<file path="config.mk">
export PLATFORM = sky130hd
export DESIGN_NAME = peak_hold_result_regs
export DESIGN_NICKNAME = d
export VERILOG_FILES = /design/src/verilog/peak_regs_pkg.sv /design/src/verilog/peak_hold_result_regs.sv
export SDC_FILE = /design/constraint.sdc
export NUM_CORES = 1
export LEC_CHECK = 0
export ABC_AREA = 1
export BUFFER_PORTS_ARGS = -buffer_cell sky130_fd_sc_hd__buf_2
export CAP_MARGIN = 20
export CORE_MARGIN = 2
export CORE_UTILIZATION = 55
export CTS_CLUSTER_DIAMETER = 100
export DETAILED_ROUTE_END_ITERATION = 12
export PLACE_DENSITY = 0.84
export SYNTH_ARGS = -nofsm -noshare
export SYNTH_HDL_FRONTEND = slang
export SYNTH_SLANG_ARGS = --single-unit
</file>
<file path="constraint.sdc">
create_clock -name SYS_CLK -period 6.6 [get_ports SYS_CLK]
set_input_delay 0.33 -clock SYS_CLK [delete_from_list [all_inputs] [get_ports SYS_CLK]]
set_output_delay 0.33 -clock SYS_CLK [all_outputs]
set_load 0.05 [all_outputs]
</file>
<file path="src/verilog/peak_regs_pkg.sv">
// Purpose: shared constants for the meter result register bank
// Assumes: APB, 32-bit data, one word per register
// Notes:   offsets are byte addresses
package peak_regs_pkg;
  localparam logic [7:0]  CTRL_OFS     = 8'h00;
  localparam logic [7:0]  STATUS_OFS   = 8'h04;
  localparam logic [7:0]  OFFSET_OFS   = 8'h08;
  localparam logic [7:0]  RESULT_OFS   = 8'h0C;
  localparam logic [7:0]  LOWNIB_OFS   = 8'h10;
  localparam logic [7:0]  PEAK_OFS     = 8'h14;
  localparam logic [7:0]  DISPLAY_OFS  = 8'h18;
  // control register bit positions
  localparam int          CB_PEAK      = 0;
  localparam int          CB_FREEZE    = 1;
  localparam int          CB_HOSTSRC   = 2;
  localparam int          CB_AUTOOFF   = 3;
  localparam int          CB_ENHCAL    = 4;
  localparam int          CB_PDDIG     = 5;
  localparam int          CB_PDANA     = 6;
  localparam int          CTRL_W       = 7;
  localparam logic [6:0]  CTRL_RST     = 7'h00;
  localparam logic [15:0] WORD_RST     = 16'h0000;
  localparam logic [7:0]  LOWNIB_RST   = 8'h00;
  localparam logic [19:0] RAW_RST      = 20'h00000;
endpackage

</file>
<file path="src/verilog/peak_hold_result_regs.sv">
// Purpose: result, peak, hold and display-source registers of a meter converter
// Assumes: conversion results arrive with a one-cycle valid strobe on SYS_CLK
// Notes:   APB slave, zero wait states; unmapped addresses read zero, PSLVERR set
//
// Contract
// RQ1 - enabling peak loads current result first
// RQ2 - peak replaced only by larger result
// RQ3 - writing peak enable zero clears peak
// RQ4 - valid only inside documented count window
// RQ5 - peak is two's complement, variant dependent
// RQ6 - peak 16 bits, read-only, resets zero
// RQ7 - low register: four LSBs, upper nibble
// RQ8 - reset returns all registers to defaults
// RQ9 - auto offset calibration while control zero
// RQ10 - enhanced calibration bit triggers extra calibration
// RQ11 - independent digital and analog powerdown bits
// RQ12 - freeze keeps reading from set time
// RQ13 - peak enable shows peak on display
// RQ14 - low battery sets flag and annunciator
// RQ15 - negative display magnitude reduced by one
// RQ16 - display loads from result, peak, host
// RQ17 - main result upper 16 bits, read-only
// RQ18 - result equals calibrated minus custom offset
// RQ19 - peak comparison is signed
// RQ20 - results update only on conversion events
//
// The implementer's own choices: the register offsets and the APB slave port.
`timescale 1ns/1ps
module peak_hold_result_regs
  import peak_regs_pkg::*;
#(
  parameter int RAW_W = 20
) (
  // clock and reset
  input  wire logic              SYS_CLK,
  input  wire logic              RST_N,
  // apb slave
  input  wire logic              PSEL,
  input  wire logic              PENABLE,
  input  wire logic              PWRITE,
  input  wire logic [7:0]        PADDR,
  input  wire logic [31:0]       PWDATA,
  output logic      [31:0]       PRDATA,
  output logic                   PREADY,
  output logic                   PSLVERR,
  // conversion engine
  input  wire logic              CONV_DONE,
  input  wire logic [RAW_W-1:0]  CONV_RAW,
  input  wire logic              CAL_DONE,
  output logic                   AUTO_CAL_EN,
  output logic                   ENH_CAL_START,
  output logic                   DIG_PD,
  output logic                   ANA_PD,
  // battery comparator pin
  input  wire logic              BATT_BELOW,
  // display
  output logic      [15:0]       DISP_VALUE,
  output logic                   DISP_NEG,
  output logic                   BATT_SEGMENT
);

  logic [CTRL_W-1:0] ctrl;
  logic [15:0]       cust_offset;
  logic [15:0]       result_hi;
  logic [7:0]        result_lo;
  logic [15:0]       peak;
  logic [15:0]       display;
  logic [15:0]       host_disp;
  logic              enh_busy;
  logic [2:0]        batt_sync;
  logic              battery_low_flag;
  logic [RAW_W-1:0]  next_result;
  logic              wr_en;
  logic              rd_en;
  logic              addr_ok;
  logic              peak_on;

  assign wr_en   = PSEL && PENABLE && PWRITE;
  assign rd_en   = PSEL && PENABLE && !PWRITE;
  assign PREADY  = 1'b1;
  assign peak_on = ctrl[CB_PEAK];

  always_comb begin
    case (PADDR)
      CTRL_OFS, STATUS_OFS, OFFSET_OFS, RESULT_OFS,
      LOWNIB_OFS, PEAK_OFS, DISPLAY_OFS: addr_ok = 1'b1;
      default:                           addr_ok = 1'b0;
    endcase
  end

  assign PSLVERR = PSEL && PENABLE && !addr_ok;

  // RQ8 control defaults
  always_ff @(posedge SYS_CLK or negedge RST_N) begin
    if (!RST_N) begin
      ctrl <= CTRL_RST;
    end else if (wr_en && PADDR == CTRL_OFS) begin
      ctrl <= PWDATA[CTRL_W-1:0];
    end else if (CAL_DONE) begin
      // enhanced request self-clears once the engine reports completion
      ctrl[CB_ENHCAL] <= 1'b0;
    end
  end

  always_ff @(posedge SYS_CLK or negedge RST_N) begin
    if (!RST_N) begin
      cust_offset <= WORD_RST;
      host_disp   <= WORD_RST;
    end else if (wr_en) begin
      if (PADDR == OFFSET_OFS) begin
        cust_offset <= PWDATA[15:0];
      end
      if (PADDR == DISPLAY_OFS) begin
        host_disp <= PWDATA[15:0];
      end
    end
  end

  // RQ9 auto calibration while control bit clear
  assign AUTO_CAL_EN = !ctrl[CB_AUTOOFF];
  // RQ11 independent powerdown bits
  assign DIG_PD      = ctrl[CB_PDDIG];
  assign ANA_PD      = ctrl[CB_PDANA];

  // RQ10 enhanced calibration pulse
  // edge detect: a request bit left set does not restart the engine
  always_ff @(posedge SYS_CLK or negedge RST_N) begin
    if (!RST_N) begin
      enh_busy      <= 1'b0;
      ENH_CAL_START <= 1'b0;
    end else begin
      ENH_CAL_START <= ctrl[CB_ENHCAL] && !enh_busy;
      enh_busy      <= ctrl[CB_ENHCAL];
    end
  end

  // RQ18 subtract custom offset, aligned to result msbs
  assign next_result = CONV_RAW - {cust_offset, {(RAW_W-16){1'b0}}};

  // RQ20 update only on conversion events
  always_ff @(posedge SYS_CLK or negedge RST_N) begin
    if (!RST_N) begin
      result_hi <= WORD_RST;
      result_lo <= LOWNIB_RST;
    end else if (CONV_DONE) begin
      // RQ17 upper sixteen bits
      result_hi <= next_result[RAW_W-1 -: 16];
      // RQ7 low nibble in upper half
      result_lo <= {next_result[3:0], 4'h0};
    end
  end

  // RQ1 RQ3 peak load and clear; RQ4 out-of-window values not handled specially
  always_ff @(posedge SYS_CLK or negedge RST_N) begin
    if (!RST_N) begin
      peak <= WORD_RST;
    end else if (wr_en && PADDR == CTRL_OFS && !PWDATA[CB_PEAK]) begin
      // RQ3 clear on zero write
      peak <= WORD_RST;
    end else if (wr_en && PADDR == CTRL_OFS && PWDATA[CB_PEAK] && !peak_on) begin
      // RQ1 seed with current result
      // limitation: a result landing in this same cycle is not compared
      peak <= result_hi;
    end else if (peak_on && CONV_DONE &&
                 // RQ19 RQ2 signed greater test
                 $signed(next_result[RAW_W-1 -: 16]) > $signed(peak)) begin
      // RQ5 full 16-bit two's complement kept
      peak <= next_result[RAW_W-1 -: 16];
    end
  end

  // RQ16 display source select
  always_ff @(posedge SYS_CLK or negedge RST_N) begin
    if (!RST_N) begin
      display <= WORD_RST;
    end else if (ctrl[CB_FREEZE]) begin
      // RQ12 freeze keeps last reading
      display <= display;
    end else if (peak_on) begin
      // RQ13 show peak
      display <= peak;
    end else if (ctrl[CB_HOSTSRC]) begin
      display <= host_disp;
    end else begin
      display <= result_hi;
    end
  end

  // RQ15 negative shows magnitude minus one, i.e. bitwise inversion
  always_ff @(posedge SYS_CLK or negedge RST_N) begin
    if (!RST_N) begin
      DISP_VALUE <= WORD_RST;
      DISP_NEG   <= 1'b0;
    end else begin
      DISP_NEG   <= display[15];
      DISP_VALUE <= display[15] ? ~display : display;
    end
  end

  // RQ14 battery flag from synchronised comparator
  // a level counts only once two stages agree, so a one-cycle glitch is dropped
  always_ff @(posedge SYS_CLK or negedge RST_N) begin
    if (!RST_N) begin
      batt_sync        <= 3'h0;
      battery_low_flag <= 1'b0;
    end else begin
      batt_sync <= {batt_sync[1:0], BATT_BELOW};
      if (batt_sync[2] == batt_sync[1]) begin
        battery_low_flag <= batt_sync[2];
      end
    end
  end

  assign BATT_SEGMENT = battery_low_flag;

  // RQ6 RQ7 read-only registers on read mux
  // latched in the setup phase so the word stands through the access phase
  always_ff @(posedge SYS_CLK or negedge RST_N) begin
    if (!RST_N) begin
      PRDATA <= 32'h0000_0000;
    end else if (PSEL && !PENABLE && !PWRITE) begin
      case (PADDR)
        CTRL_OFS:    PRDATA <= {25'h0, ctrl};
        STATUS_OFS:  PRDATA <= {31'h0, battery_low_flag};
        OFFSET_OFS:  PRDATA <= {16'h0, cust_offset};
        RESULT_OFS:  PRDATA <= {16'h0, result_hi};
        LOWNIB_OFS:  PRDATA <= {24'h0, result_lo};
        PEAK_OFS:    PRDATA <= {16'h0, peak};
        DISPLAY_OFS: PRDATA <= {16'h0, display};
        default:     PRDATA <= 32'h0000_0000;
      endcase
    end
  end

  // register-side checks, all sampled on the bus clock
  chk_peak_monotonic: assert property (@(posedge SYS_CLK) disable iff (!RST_N) // RQ2
    peak_on && $past(peak_on) && !(wr_en && PADDR == CTRL_OFS) |->
    $signed(peak) >= $signed($past(peak))) else $error("peak decreased");
  chk_peak_clear: assert property (@(posedge SYS_CLK) disable iff (!RST_N) // RQ3
    wr_en && PADDR == CTRL_OFS && !PWDATA[CB_PEAK] |=> peak == 16'h0000)
    else $error("peak not cleared");
  chk_peak_seed: assert property (@(posedge SYS_CLK) disable iff (!RST_N) // RQ1
    wr_en && PADDR == CTRL_OFS && PWDATA[CB_PEAK] && !peak_on |=>
    peak == $past(result_hi)) else $error("peak not seeded");
  chk_peak_ro: assert property (@(posedge SYS_CLK) disable iff (!RST_N) // RQ6
    wr_en && PADDR == PEAK_OFS && !peak_on |=> $stable(peak))
    else $error("peak written by host");
  chk_peak_readback: assert property (@(posedge SYS_CLK) disable iff (!RST_N) // RQ6
    PSEL && !PENABLE && !PWRITE && PADDR == PEAK_OFS |=>
    PRDATA == {16'h0000, $past(peak)}) else $error("peak read data wrong");
  chk_lownib_zero: assert property (@(posedge SYS_CLK) disable iff (!RST_N) // RQ7
    result_lo[3:0] == 4'h0) else $error("low nibble not zero");
  chk_lownib_value: assert property (@(posedge SYS_CLK) disable iff (!RST_N) // RQ7
    CONV_DONE |=> result_lo[7:4] == $past(CONV_RAW[3:0]))
    else $error("low nibble not result lsbs");
  chk_lownib_readback: assert property (@(posedge SYS_CLK) disable iff (!RST_N) // RQ7
    PSEL && !PENABLE && !PWRITE && PADDR == LOWNIB_OFS |=>
    PRDATA == {24'h000000, $past(result_lo)}) else $error("low read data wrong");
  chk_result_stable: assert property (@(posedge SYS_CLK) disable iff (!RST_N) // RQ20
    !$past(CONV_DONE) |-> $stable(result_hi)) else $error("result changed");
  chk_result_calc: assert property (@(posedge SYS_CLK) disable iff (!RST_N) // RQ18
    CONV_DONE |=> result_hi == $past(CONV_RAW[RAW_W-1 -: 16]) - $past(cust_offset))
    else $error("result not offset corrected");
  chk_result_ro: assert property (@(posedge SYS_CLK) disable iff (!RST_N) // RQ17
    wr_en && PADDR == RESULT_OFS && !CONV_DONE |=> $stable(result_hi))
    else $error("result written by host");
  chk_freeze_hold: assert property (@(posedge SYS_CLK) disable iff (!RST_N) // RQ12
    ctrl[CB_FREEZE] |=> $stable(display)) else $error("display moved");
  chk_peak_display: assert property (@(posedge SYS_CLK) disable iff (!RST_N) // RQ13
    !ctrl[CB_FREEZE] && peak_on |=> display == $past(peak))
    else $error("display not peak");
  chk_host_display: assert property (@(posedge SYS_CLK) disable iff (!RST_N) // RQ16
    !ctrl[CB_FREEZE] && !peak_on && ctrl[CB_HOSTSRC] |=> display == $past(host_disp))
    else $error("display not host data");
  chk_result_display: assert property (@(posedge SYS_CLK) disable iff (!RST_N) // RQ16
    !ctrl[CB_FREEZE] && !peak_on && !ctrl[CB_HOSTSRC] |=> display == $past(result_hi))
    else $error("display not result");
  chk_neg_display: assert property (@(posedge SYS_CLK) disable iff (!RST_N) // RQ15
    display == 16'hFFFF |=> DISP_NEG && DISP_VALUE == 16'h0000)
    else $error("minus one not minus zero");
  chk_pos_display: assert property (@(posedge SYS_CLK) disable iff (!RST_N) // RQ15
    !display[15] |=> !DISP_NEG && DISP_VALUE == $past(display))
    else $error("positive reading altered");
  chk_batt_flag: assert property (@(posedge SYS_CLK) disable iff (!RST_N) // RQ14
    BATT_BELOW [*5] |-> battery_low_flag && BATT_SEGMENT)
    else $error("battery flag missing");
  chk_batt_clear: assert property (@(posedge SYS_CLK) disable iff (!RST_N) // RQ14
    (!BATT_BELOW) [*5] |-> !battery_low_flag && !BATT_SEGMENT)
    else $error("battery flag stuck");
  chk_autocal: assert property (@(posedge SYS_CLK) disable iff (!RST_N) // RQ9
    wr_en && PADDR == CTRL_OFS |=> AUTO_CAL_EN == !$past(PWDATA[CB_AUTOOFF]))
    else $error("auto calibration enable wrong");
  chk_pd_split: assert property (@(posedge SYS_CLK) disable iff (!RST_N) // RQ11
    wr_en && PADDR == CTRL_OFS |=>
    DIG_PD == $past(PWDATA[CB_PDDIG]) && ANA_PD == $past(PWDATA[CB_PDANA]))
    else $error("powerdown mismatch");
  chk_enh_pulse: assert property (@(posedge SYS_CLK) disable iff (!RST_N) // RQ10
    $rose(ctrl[CB_ENHCAL]) |=> ENH_CAL_START ##1 !ENH_CAL_START)
    else $error("calibration start not one pulse");
  chk_cal_clear: assert property (@(posedge SYS_CLK) disable iff (!RST_N) // RQ10
    CAL_DONE && !(wr_en && PADDR == CTRL_OFS) |=> !ctrl[CB_ENHCAL])
    else $error("calibration request not cleared");

  cov_peak_update: cover property (@(posedge SYS_CLK) peak_on && CONV_DONE ##1 $changed(peak));
  cov_freeze: cover property (@(posedge SYS_CLK) ctrl[CB_FREEZE] && CONV_DONE);
  cov_batt: cover property (@(posedge SYS_CLK) $rose(battery_low_flag));
  cov_enh_cal: cover property (@(posedge SYS_CLK) $rose(ENH_CAL_START));
  cov_host_neg: cover property (@(posedge SYS_CLK) ctrl[CB_HOSTSRC] && display == 16'hFFFF);

endmodule

</file>
Word level (Yosys, flattened, before mapping)
Index checks and enable logic that the tools add are counted.
{"block": "classes", "order_cmp": 1, "addsub": 1, "n_reduce_logical": 25, "n_bitwise": 1, "muxes": 10, "eq_ne": 7}
{"op": "16-bit case mux with 7 select lines", "n": 1}
{"op": "16-bit 2-to-1 mux", "n": 6}
{"op": "8-bit by 5-bit == test with 1-bit output, second input constant", "n": 3}
{"op": "20-bit subtractor", "n": 1}
{"op": "8-bit by 4-bit == test with 1-bit output, second input constant", "n": 2}
{"op": "16-bit greater-than comparator", "n": 1}
{"op": "16-bit NOT", "n": 1}
{"op": "1-bit logical AND", "n": 12}
{"op": "8-bit by 3-bit == test with 1-bit output, second input constant", "n": 1}
{"op": "8-bit logical NOT", "n": 1}
{"op": "1-bit logical NOT", "n": 7}
{"op": "7-bit OR reduction", "n": 1}
{"op": "2-bit AND reduction", "n": 2}
{"op": "1-bit 2-to-1 mux", "n": 3}
{"op": "3-bit nonzero test", "n": 1}
{"op": "2-bit nonzero test", "n": 1}
{"op": "1-bit == test", "n": 1}
{"block": "totals", "output_inout_bits": 56, "reg_bits": 146, "input_bits": 68, "word_cells": 60}

Logic depth before layout (Yosys ltp)
Gate-level depths: netlist of the first run.
{"block": "logic_depth", "word_depth": 7, "depth_mapped": 23, "ltp_nobuf": 22}

Worst setup path after synthesis of the first run
Ideal clock, no wire load.
{"block": "synth_path", "path_kind": "input-to-reg", "start": "input port CONV_RAW[4]", "end": "register peak[14]", "setup_ns": 0.117, "t_arrival_ns": 2.751, "path_slack_ns": 3.732, "stages": 20, "path_buffers": 1, "required_time_ns": 6.483, "path_cell_list": "inv_1 -> ha_1 -> inv_1 -> fa_1 -> nand3_1 -> nand3_1 -> nand2_1 -> nand2_1 -> nand2_1 -> nand3_1 -> and2_1 -> ha_1 -> nand2_1 -> nor3_1 -> nand2_1 -> nand3_1 -> nand3_2 -> buf_2 -> nand3_1 -> nand2_1"}
{"block": "synth_between", "elab_chain_len": 4, "elab_cells_between_ends": 7, "cone_classes": "1 x add/sub; 1 x order compare; 3 x mux; 2 x reduce/logical"}
{"item": "start: declaration", "line": "peak_hold_result_regs.sv:48", "source": "input wire logic [RAW_W-1:0] CONV_RAW,"}
{"item": "20-bit subtractor", "line": "peak_hold_result_regs.sv:138", "source": "assign next_result = CONV_RAW - {cust_offset, {(RAW_W-16){1'b0}}};"}
{"item": "net next_result[16]", "line": "peak_hold_result_regs.sv:72", "source": "logic [RAW_W-1:0] next_result;"}
{"item": "16-bit greater-than comparator", "line": "peak_hold_result_regs.sv:166", "source": "$signed(next_result[RAW_W-1 -: 16]) > $signed(peak)) begin"}
{"item": "1-bit logical AND", "line": "peak_hold_result_regs.sv:164", "source": "end else if (peak_on && CONV_DONE &&"}
{"item": "3-bit nonzero test (no line)"}
{"item": "end signal: assignment", "line": "peak_hold_result_regs.sv:163", "source": "peak <= result_hi;"}
{"item": "end signal: assignment", "line": "peak_hold_result_regs.sv:168", "source": "peak <= next_result[RAW_W-1 -: 16];"}
{"item": "end: declaration", "line": "peak_hold_result_regs.sv:66", "source": "logic [15:0] peak;"}
The timed path passes the listed nets, and every way through them passes these cells. The select of a mux whose other input is x is not followed.
A chain may end at the register's enable or synchronous reset.

Final worst setup path of the first run
{"block": "layout_path", "start": "register cust_offset[0]", "end": "register peak[4]"}
{"block": "layout_between", "elab_chain_len": 4, "elab_cells_between_ends": 7, "cone_classes": "1 x add/sub; 1 x order compare; 3 x mux; 2 x reduce/logical"}
{"item": "start: declaration", "line": "peak_hold_result_regs.sv:63", "source": "logic [15:0] cust_offset;"}
{"item": "start signal: assignment", "line": "peak_hold_result_regs.sv:111", "source": "cust_offset <= PWDATA[15:0];"}
{"item": "20-bit subtractor", "line": "peak_hold_result_regs.sv:138"}
{"item": "net next_result[16]", "line": "peak_hold_result_regs.sv:72"}
{"item": "16-bit greater-than comparator", "line": "peak_hold_result_regs.sv:166"}
{"item": "1-bit logical AND", "line": "peak_hold_result_regs.sv:164"}
{"item": "3-bit nonzero test (no line)"}
The timed path passes the listed nets, and every way through them passes these cells. The select of a mux whose other input is x is not followed.

==> flow_metrics.py, run 1 <==
metrics = {
    "routing": {
        "drcViolationCount": 0,
        "drt-initial-drc-count": 571,
        "drt-pass1-iter-count": 5,
        "postRouteWirelength_mm": 19.5,
        "routedWlPerCell_um": 15.7,
        "detailroute.via_count": 6644,
        "final_antenna_net_count": 0,
        "route.detailed.vias_per_inst": 5.35,
    },
    "yosys": {
        "fraction_of_the_mapped_netlist_area_in_adder_cells": 0.0564,
        "seq_area_frac_synth": 0.436,
        "synth_common_cells": "nand2_1 (294), inv_1 (143), dfrtp_1 (129)",
        "postSynthAreaPerCell_sq_um": 7.57,
        "netlist.area_leader.share": 0.436,
        "synth_area_leaders": "dfrtp_1 (44%), nand2_1 (15%), o21ai_0 (7.8%), inv_1 (7.2%), ha_1 (5.2%)",
        "postSynth.asyncResetShare": 1.00,
        "synth-main-ff-cell": "dfrtp_1",
        "synth-edff-count": 0,
        "synth_register_bits": 129,
        "synth_cell_type_count": 39,
        "yosys.cell_count.top_type": "nand2_1",
        "simple_gate_fraction_of_synth_area": 0.224,
        "synthXorXnorAreaFrac": 0.0272,
        "netlist.top_cell.by_area": "dfrtp_1",
        "synth_compound_gate_area_share": 0.140,
        "synth_cells": 978,
        "synth.mux.area_fraction": 0,
        "synth_top_family_by_area": "simple AND/OR/NAND/NOR gates",
        "yosysWarnings": 0,
        "syn_area_sq_mm": 0.00741,
    },
    "timing": {
        "final_min_period_over_clock_period": 0.572,
        "fin_setup_tns_ps": 0,
        "final_hold_viol_count": 0,
        "rsz0062_at_grt": "no",
        "timing.slew.headroom": 0.348,
        "timing.clock.skew_ps": 9.24,
        "fmax_mhz": 265,
        "final-setup-viol-count": 0,
        "worst_slew_pin_slew_ps": 976,
        "report.final.slew_viol_count": 0,
        "period_minus_slack_ps": 3780,
        "timing.final.ws_setup_ps": 2820,
    },
    "finish": {
        "drive_above_1_share": 0.130,
        "antenna_fix_cells": 0,
        "area_growth_syn_to_layout_pct": 14.6,
        "num-nets-final": 1154,
        "finalCoreUtilization": 0.643,
        "post-route-cell-area_sq_mm": 0.00849,
    },
    "worst_hold_path": {
        "worstHoldPathType": "in2async",
    },
    "power": {
        "p_seq_frac": 0.377,
        "pwr-share-comb": 0.267,
        "clockPowerShare": 0.355,
        "power.density_cell_area_mw_per_mm2": 321,
        "vdd_drop_max_mv": 0.187,
        "p_leak_uw": 0.00461,
        "internal_power_uw": 1770,
        "power_switching_share": 0.352,
        "switchingPower_uw": 962,
    },
    "setup_path": {
        "reg2reg_to": "peak[4]",
        "cp.arrival_ps": 4130,
        "r2r_slack_ps": 2820,
        "reg2reg_from": "cust_offset[0]",
        "worst_ep_required_time_ps": 6950,
        "timing_worst_setup_path_type": "reg2reg",
        "cp_max_fo": 17,
        "worst-r2r-cell-count": 19,
        "timing.critical_path.from_type": "flop",
        "endpoint_kind": "flop",
    },
    "clock_network": {
        "cts.sink_count": 129,
        "clk_path_buf_depth": 2,
        "tritoncts": "done",
        "clockRootBuffer": "clkbuf_16",
        "post_cts_resized": 0,
        "clk_pin_slew_ps": 60,
        "htree_levels": 4,
        "worst_skew_late_latency_ps": 430,
        "cts_setup_buffers": 0,
        "tritoncts.num_buffers": 17,
    },
    "placement": {
        "detailed_place_hpwl_mm": 14.0,
        "globalplace.congestion": 0.990,
        "postPlaceCellArea_sq_mm": 0.00787,
        "io_buffers": 89,
        "dp_worst_setup_slack_ps": 2920,
    },
    "global_route": {
        "grt_first_pass_wirelength_mm": 31.9,
        "grt_start_max_net_pins": 75,
        "antenna_found_initial": 0,
        "layer_with_the_highest_usage_after_global_routing": "met2",
        "first_global_vias": 6342,
        "grt_util_met3": 0.0656,
        "grtUsageMet1": 0.399,
        "grt_util_all_layers": 0.290,
        "global_route.usage.met2": 0.426,
        "grt-ovfl-total": 0,
    },
    "die": {
        "row_count": 42,
        "die_x_um": 120,
        "floorplan.die.height_um": 120,
        "die_area_sq_mm": 0.0144,
        "design.core.area_sq_mm": 0.0132,
        "floorplan.initialDensity": 0.561,
        "boundaryPins": 124,
    },
    "outcome": {
        "run_status": "finished clean",
    },
    "job": {
        "max-cap-violations": 0,
    },
}
## layer usage
layer  up-vias  wire [um]  part of all wire
met4         0        835             0.043
met2       379       8540              0.44
met1      2989       8090              0.42
met5         -          0                 0
li1       3221          -                 -
met3        55       1980              0.10
## worst max path at each step
stage / from / end / slack [ps] / depth (start not counted)
floorplan: CONV_RAW[4] / peak[14] / 3730 / 20
global placement: CONV_RAW[4] / peak[7] / 2970 / 21
detailed placement: CONV_RAW[4] / peak[4] / 2920 / 21
CTS: cust_offset[0] / peak[4] / 2950 / 19
global route: cust_offset[0] / peak[4] / 2560 / 19
finish: cust_offset[0] / peak[4] / 2820 / 19
## cell families (layout without fill, tap and decap cells)
kind of cell,after synthesis,after routing
buffers and inverters,201,273
other,2,18
AOI/OAI and AO/OA,197,197
and+or+nand+nor,393,393
adders and majority gates,33,33
xor gates and xnor gates,23,23
DFF,129,129
## state kept, by name, summed over array words and instances (netlist names)
name and cells:
DISP_NEG 1, ctrl 7, batt_sync 3, host_disp 16, peak 16, PRDATA 16, enh_busy 1, cust_offset 16
result_lo 4, ENH_CAL_START 1, BATT_SEGMENT 1, result_hi 16, DISP_VALUE 15, display 16
## critical path, cell delays in order (launching register included)
cell,delay (ps)
dfrtp_1,380
ha_1,170
inv_1,80
fa_1,430
nand3_1,110
nand3_1,120
nand2_1,80
nand2_1,70
nand2_1,100
nand3_1,130
and2_1,240
ha_1,280
nand2_1,70
nor3_1,260
nand2_1,110
nand3_1,90
nand3_2,370
nand2_4,370
nand2_1,130
nand2_1,110
## cell type report
cell class / count / area, sq um
Tap cell: 176 / 220
Inverter: 150 / 569
Timing Repair Buffer: 92 / 473
Fill cell: 1125 / 4700
Clock inverter: 12 / 159
Clock buffer: 19 / 453
Multi-Input combinational cell: 664 / 3380
Sequential cell: 129 / 3230
## through the flow
stage / instances / total power [uW] / hold slack (ps)
after floorplan: 994 / 1590 / 34.4
after global placement: 1210 / 1730 / 343
after detailed placement: 1210 / 1750 / 353
after CTS: 1241 / 2730 / 2.52
after global routing: 1242 / 2880 / 99.0
final: 1242 / 2730 / 28.3
## power by group through the flow
stage                     sequential [uW]  combinational, uW  clock, uW
after global routing                 1050                817       1020
after global placement               1040                696          0
final                                1030                729        969
after CTS                            1030                720        976
after floorplan                      1150                433          0
after detailed placement             1040                712          0
## cell usage in the layout (no fill, tap or decap), types with 4 or more instances in the layout
master | synthesis | layout
nand2_1 | 294 | 294
o211ai_1 | 6 | 6
a21oi_1 | 52 | 52
buf_2 | 8 | 88
o22ai_1 | 17 | 17
xnor2_1 | 4 | 4
ha_1 | 31 | 31
and2_1 | 4 | 4
conb_1 | 2 | 18
nor2_1 | 25 | 25
xor2_1 | 19 | 19
clkinv_4 | 1 | 5
dfrtp_1 | 129 | 129
nor3_1 | 10 | 10
inv_1 | 143 | 143
nand3_1 | 46 | 46
clkbuf_16 | 0 | 17
o21ai_0 | 116 | 116
## timing repair
action	in CTS	in global routing
hold buffers	0	1
endpoints found under the setup margin	0	0
endpoints found under the hold margin	0	1
Note: power is estimated with default switching activity, not from simulation.
==> run 2, diff against run 1 <==
--- a/config.mk
+++ b/config.mk
@@ -9,7 +9,7 @@
 export BUFFER_PORTS_ARGS = -buffer_cell sky130_fd_sc_hd__buf_2
 export CAP_MARGIN = 20
 export CORE_MARGIN = 2
-export CORE_UTILIZATION = 55
+export CORE_UTILIZATION = 52
 export CTS_CLUSTER_DIAMETER = 100
 export DETAILED_ROUTE_END_ITERATION = 12
 export PLACE_DENSITY = 0.84
==> constraint.sdc (replaced) <==
create_clock -name SYS_CLK -period 3.1 [get_ports SYS_CLK]
set_input_delay 0.155 -clock SYS_CLK [delete_from_list [all_inputs] [get_ports SYS_CLK]]
set_output_delay 0.155 -clock SYS_CLK [all_outputs]
set_load 0.05 [all_outputs]
==> run 2 against run 1 <==
First-iteration DRC count up 0.70%. Worst setup slack lost 2900 ps. Final area up 9.8%. Critical path depth is 2 higher. Combinational power increased to 2.6 times the previous value. Global-route usage hardly changed. Critical path type unchanged. Maximum frequency rose by 21%. The run now ends with setup timing left. Routed wire length increased by 13%. Non-clock buffer count rose by 31. Worst hold slack got worse by 25 ps. Die area up 5.6%.
==> flow_metrics.py, run 2 (synthesized netlist as in run 1, its figures left out) <==
metrics = {
    "outcome": {
        "run_status": "finished with violations",
        "violated_checks": "setup timing",
    },
    "finish": {
        "drive_above_1_share": 0.213,
        "post-route-cell-area_sq_mm": 0.00932,
        "area_growth_syn_to_layout_pct": 25.8,
        "layout_commonest_cell": "nand2_1",
        "num-nets-final": 1186,
        "layout.area.seq_sq_mm": 0.00323,
        "fillers": 1093,
        "final_cell_mix": "nand2_1 (269), inv_1 (138), dfrtp_1 (129)",
        "multi_input_comb_area_sq_mm": 0.00389,
        "antenna_fix_cells": 0,
    },
    "timing": {
        "worst_slew_pin_slew_ps": 846,
        "fin_setup_tns_ps": -126,
        "rsz0062_at_grt": "yes",
        "timing.clock.skew_ps": 11.4,
        "fmax_mhz": 320,
        "timing.slew.headroom": 0.436,
        "final_min_period_over_clock_period": 1.01,
        "final_hold_viol_count": 0,
        "final-setup-viol-count": 12,
        "timing.final.ws_setup_ps": -29.9,
        "worst_hold_margin_ps": 3.04,
        "report.final.slew_viol_count": 0,
        "period_minus_slack_ps": 3130,
    },
    "die": {
        "floorplan.initialDensity": 0.534,
        "die_x_um": 123,
        "die_area_sq_mm": 0.0152,
        "design.core.area_sq_mm": 0.0139,
        "boundaryPins": 124,
        "row_count": 43,
        "floorplan.die.height_um": 123,
    },
    "global_route": {
        "first_global_vias": 6633,
        "antenna_found_initial": 0,
        "grt-ovfl-total": 0,
        "grt_start_max_net_pins": 52,
        "grt_first_pass_wirelength_mm": 33.1,
        "grt_util_all_layers": 0.289,
    },
    "clock_network": {
        "htree_levels": 4,
        "worst_skew_late_latency_ps": 430,
        "cts.sink_count": 129,
        "clockRootBuffer": "clkbuf_16",
        "tritoncts.num_buffers": 17,
        "tritoncts": "done",
        "clk_pin_slew_ps": 70,
        "clk_path_buf_depth": 2,
    },
    "routing": {
        "drt-initial-drc-count": 575,
        "route.detailed.vias_per_inst": 5.49,
        "detailroute.via_count": 7025,
        "drt-pass1-iter-count": 8,
        "final_antenna_net_count": 0,
        "drcViolationCount": 0,
        "postRouteWirelength_mm": 22.0,
        "routedWlPerCell_um": 17.2,
    },
    "setup_path": {
        "worst_ep_required_time_ps": 3420,
        "critical_path_most_common_cell": "nand2_1",
        "cp_slowest_stage_delay_ps": 380,
        "timing_worst_setup_path_type": "reg2reg",
        "timing.critical_path.from_type": "flop",
        "cp_max_fo": 8,
        "cp_cell_sequence": "inv_2 > ha_4 > buf_4 > nand2_1 > nor2_1 > nand2_1 > nand2_4 > nand2_1 > nand2_1 > nand2_1 > nand2_2 > ha_1 > a21oi_1 > o21ai_1 > a21oi_2 > buf_4 > nand3_2 > nand3_4 > nand2_4 > nand2_1 > nand2_1",
        "cpMaxStageDelayCell": "dfrtp_1",
        "endpoint_kind": "flop",
        "cp.arrival_ps": 3450,
    },
    "placement": {
        "io_buffers": 89,
        "detailed_place_hpwl_mm": 15.2,
        "postPlaceCellArea_sq_mm": 0.00797,
        "globalplace.congestion": 0.936,
        "dp_worst_setup_slack_ps": 18.4,
    },
    "power": {
        "power.density_cell_area_mw_per_mm2": 676,
        "internal_power_uw": 4040,
        "p_seq_frac": 0.349,
        "vdd_drop_max_mv": 0.342,
        "p_leak_uw": 0.00488,
        "power_switching_share": 0.359,
        "clockPowerShare": 0.351,
        "switchingPower_uw": 2260,
        "pwr-share-comb": 0.300,
    },
    "job": {
        "max-cap-violations": 0,
    },
    "worst_hold_path": {
        "worstHoldPathType": "in2reg",
    },
}
## run 2: cell types whose count changed in the layout (fill, tap and decap cells not counted), moves of 13 or more
cell           before  now
buf_4               3   16
dlygate4sd3_1       1   16
ha_1               31   15
ha_4                0   13
nand2_1           294  269
nand2_2             1   19
## run 2: layout make-up
class                      instances  share of cell area
inverter                         150              0.0611
multi-input combinational        665               0.418
clock inverter                    13              0.0213
tap                              180              0.0242
clock buffer                      19              0.0486
sequential                       129               0.346
timing repair buffer             123              0.0810
## run 2: worst paths after layout
| kind | slack (ps) | end | cells after the start | from |
|---|---|---|---|---|
| min in group asynchronous | 290 | PRDATA[12] | 2 | RST_N |
| max reg2reg | -30 | peak[5] | 21 | cust_offset[2] |
| min | 3 | host_disp[14] | 3 | PWDATA[14] |
| max | -30 | peak[5] | 21 | cust_offset[2] |
| min reg2reg | 360 | batt_sync[1] | 0 | batt_sync[0] |
| max in group asynchronous | 1820 | peak[13] | 3 | RST_N |
## run 2: layer usage
layer / part of all wire / track usage / vias to the layer above
li1: - / - / 3288
met3: 0.10 / 0.0609 / 63
met2: 0.46 / 0.453 / 397
met1: 0.40 / 0.385 / 3277
met5: 0 / 0 / -
met4: 0.040 / 0.136 / 0
## run 2: power groups by stage
| stage | clock, uW | combinational (uW) | sequential, uW |
|---|---|---|---|
| after detailed placement | 0 | 1540 | 2220 |
| after floorplan | 0 | 921 | 2450 |
| after global routing | 2290 | 2070 | 2240 |
| final | 2210 | 1890 | 2200 |
| after global placement | 0 | 1500 | 2210 |
| after CTS | 2220 | 1570 | 2200 |
## run 2: timing repair
| item | in CTS | in global routing |
|---|---|---|
| setup endpoints to repair | 0 | 16 |
| setup buffers | 0 | 3 |
| resized for setup | 0 | 107 |
| hold buffers | 16 | 0 |
| hold endpoints to repair | 64 | 0 |
## run 2: stage by stage
step | util | instances | power, uW
after floorplan | - | 994 | 3380
final | 0.671 | 1279 | 6300
after CTS | 0.633 | 1275 | 5990
after global placement | 0.574 | 1227 | 3710
after global routing | 0.671 | 1279 | 6600
after detailed placement | 0.574 | 1227 | 3770
## run 2: critical path, delay by kind of cell, from the launching register on
| family | cells | cell delay [ps] |
|---|---|---|
| buf+inv | 3 | 340 |
| compound gates | 3 | 450 |
| simple gates | 13 | 1300 |
| flops | 1 | 380 |
| fa+ha+maj | 2 | 530 |
==> run 3, diff against run 2 <==
--- a/config.mk
+++ b/config.mk
@@ -12,7 +12,9 @@
 export CORE_UTILIZATION = 52
 export CTS_CLUSTER_DIAMETER = 100
 export DETAILED_ROUTE_END_ITERATION = 12
+export GPL_TIMING_DRIVEN = 0
 export PLACE_DENSITY = 0.84
+export SKIP_CTS_REPAIR_TIMING = 1
 export SYNTH_ARGS = -nofsm -noshare
 export SYNTH_HDL_FRONTEND = slang
 export SYNTH_SLANG_ARGS = --single-unit
==> run 3 against run 2 <==
The flow finishes with violations (hold timing). Power down 1.2%. Sequential power fell by 2%. Largest cell class unchanged. Worst setup slack improved by 30 ps. Non-clock buffer count is 36 higher. Critical path depth shrank 1. Worst hold slack lost 28 ps. Critical path type unchanged. Routed wire length is 0.65% lower.
==> flow_metrics.py, run 3 (synthesized netlist as in run 1, its figures left out) <==
metrics = {
    "setup_path": {
        "timing.critical_path.from_type": "flop",
        "critical_path_most_common_cell": "nand2_2",
        "cp_max_fo": 10,
        "endpoint_kind": "flop",
        "cp_slowest_stage_delay_ps": 420,
        "cp_cell_sequence": "ha_2 > inv_2 > fa_2 > nand2_2 > nand3_4 > nand2_2 > nand2_1 > nand2_2 > nand2_2 > ha_4 > nand4_1 > nor3_4 > nand2_2 > nand2_2 > nand2_2 > nand3_4 > nand2_4 > buf_6 > nand2_1 > nand2_1",
        "cp.arrival_ps": 3420,
        "cpMaxStageDelayCell": "fa_2",
        "timing_worst_setup_path_type": "reg2reg",
        "critPathBufInv": 2,
        "critical-path-top-delay-family": "simple AND/OR/NAND/NOR gates",
        "worst_ep_required_time_ps": 3420,
        "r2r_slack_ps": 0.5,
    },
    "outcome": {
        "run_status": "finished with violations",
        "violated_checks": "hold timing",
    },
    "placement": {
        "io_buffers": 89,
        "postPlaceCellArea_sq_mm": 0.00817,
        "post-place-cells": 1264,
        "detailed_place_hpwl_mm": 16.0,
        "globalplace.congestion": 0.958,
    },
    "clock_network": {
        "tritoncts": "done",
        "clockRootBuffer": "clkbuf_16",
        "worst_skew_late_latency_ps": 430,
        "htree_levels": 4,
        "tritoncts.num_buffers": 17,
        "clk_pin_slew_ps": 60,
        "cts.sink_count": 129,
        "clk_path_buf_depth": 2,
    },
    "power": {
        "pwr-share-comb": 0.302,
        "clockPowerShare": 0.351,
        "power_switching_share": 0.348,
        "internal_power_uw": 4060,
        "power.density_cell_area_mw_per_mm2": 660,
        "report.power.total_uw": 6220,
        "switchingPower_uw": 2170,
        "vdd_drop_max_mv": 0.477,
        "p_seq_frac": 0.347,
        "p_leak_uw": 0.00497,
    },
    "timing": {
        "period_minus_slack_ps": 3100,
        "final_hold_viol_count": 8,
        "timing.clock.skew_ps": 6.98,
        "worst_hold_margin_ps": -25.3,
        "final-setup-viol-count": 0,
        "report.final.slew_viol_count": 0,
        "timing.slew.headroom": 0.632,
        "final_min_period_over_clock_period": 1.00,
        "rsz0062_at_grt": "yes",
        "fmax_mhz": 323,
        "worst_slew_pin_slew_ps": 552,
    },
    "finish": {
        "post-route-cell-area_sq_mm": 0.00943,
        "num-nets-final": 1221,
        "layout_commonest_cell": "nand2_1",
        "finish.cell_count_without_fillers": 1314,
        "area_growth_syn_to_layout_pct": 27.4,
        "antenna_fix_cells": 0,
        "drive_above_1_share": 0.221,
        "final_cell_mix": "nand2_1 (270), inv_1 (137), dfrtp_1 (129)",
        "finalCoreUtilization": 0.680,
        "fillers": 1121,
    },
    "routing": {
        "route.detailed.vias_per_inst": 5.40,
        "routedWlPerCell_um": 16.6,
        "detailroute.via_count": 7094,
        "drt-pass1-iter-count": 7,
        "drt-initial-drc-count": 750,
        "final_antenna_net_count": 0,
        "postRouteWirelength_mm": 21.8,
        "drcViolationCount": 0,
    },
    "die": {
        "design.core.area_sq_mm": 0.0139,
        "floorplan.initialDensity": 0.534,
        "die_x_um": 123,
        "die_area_sq_mm": 0.0152,
        "floorplan.die.height_um": 123,
        "row_count": 43,
        "boundaryPins": 124,
    },
    "global_route": {
        "grt_util_all_layers": 0.291,
        "antenna_found_initial": 0,
        "grt_start_max_net_pins": 90,
        "first_global_vias": 6562,
        "grt_first_pass_wirelength_mm": 33.0,
        "grt-ovfl-total": 0,
    },
    "job": {
        "max-cap-violations": 0,
    },
    "worst_hold_path": {
        "worstHoldPathType": "in2reg",
    },
}
==> run 3: cell count changes in the layout (fill, tap and decap cells not counted), sizes merged <==
cell | before | now
clkinvlp | 2 | 3
nand2 | 299 | 298
clkinv | 7 | 11
inv | 150 | 146
bufinv | 4 | 5
dlygate4sd3 | 16 | 8
buf | 107 | 129
clkbuf | 19 | 39
==> run 3: per-layer routing <==
metal | up-vias | part of all wire | global-route usage
met2 | 425 | 0.46 | 0.444
met3 | 65 | 0.11 | 0.0715
met5 | - | 0 | 0
li1 | 3357 | - | -
met1 | 3247 | 0.39 | 0.389
met4 | 0 | 0.039 | 0.138
==> run 3: worst paths after layout <==
kind | cells past startpoint | from | end
max | 20 | cust_offset[0] | peak[10]
max reg2reg | 20 | cust_offset[0] | peak[10]
max in group asynchronous | 3 | RST_N | DISP_VALUE[14]
min | 3 | PWDATA[3] | ctrl[3]
min reg2reg | 0 | batt_sync[0] | batt_sync[1]
min in group asynchronous | 2 | RST_N | PRDATA[4]
==> run 3: worst register-to-register path: cells and delay by family, from the launching register on <==
kind	cells	cell delay, ps
adder cells (fa/ha/maj)	3	890
buffers and inverters	2	190
flip-flops	1	380
AND/OR/NAND/NOR	15	1550
==> run 3: cell type report <==
cell class	count	area, sq um	area share
Buffer	51	290	0.0308
Clock buffer	17	425	0.0451
Clock inverter	15	215	0.0228
Inverter	150	569	0.0603
Multi-Input combinational cell	664	3840	0.407
Sequential cell	129	3230	0.342
Tap cell	180	225	0.0239
Timing Repair Buffer	108	638	0.0676
==> run 3: metrics by stage <==
step	setup TNS [ps]	hold slack, ps	setup slack [ps]
floorplan	0	-141	250
global placement	-2000	266	-175
detailed placement	-2280	86.1	-190
CTS	-2390	-361	-197
global route	-1780	1.96	-141
finish	0	-25.3	0.481
==> run 3: power groups by stage <==
stage               clock (uW)  sequential (uW)  combinational [uW]
finish                    2180             2160                1880
global route              2280             2200                2070
CTS                       2200             2160                1620
detailed placement           0             2190                1600
global placement             0             2170                1560
floorplan                    0             2450                 921
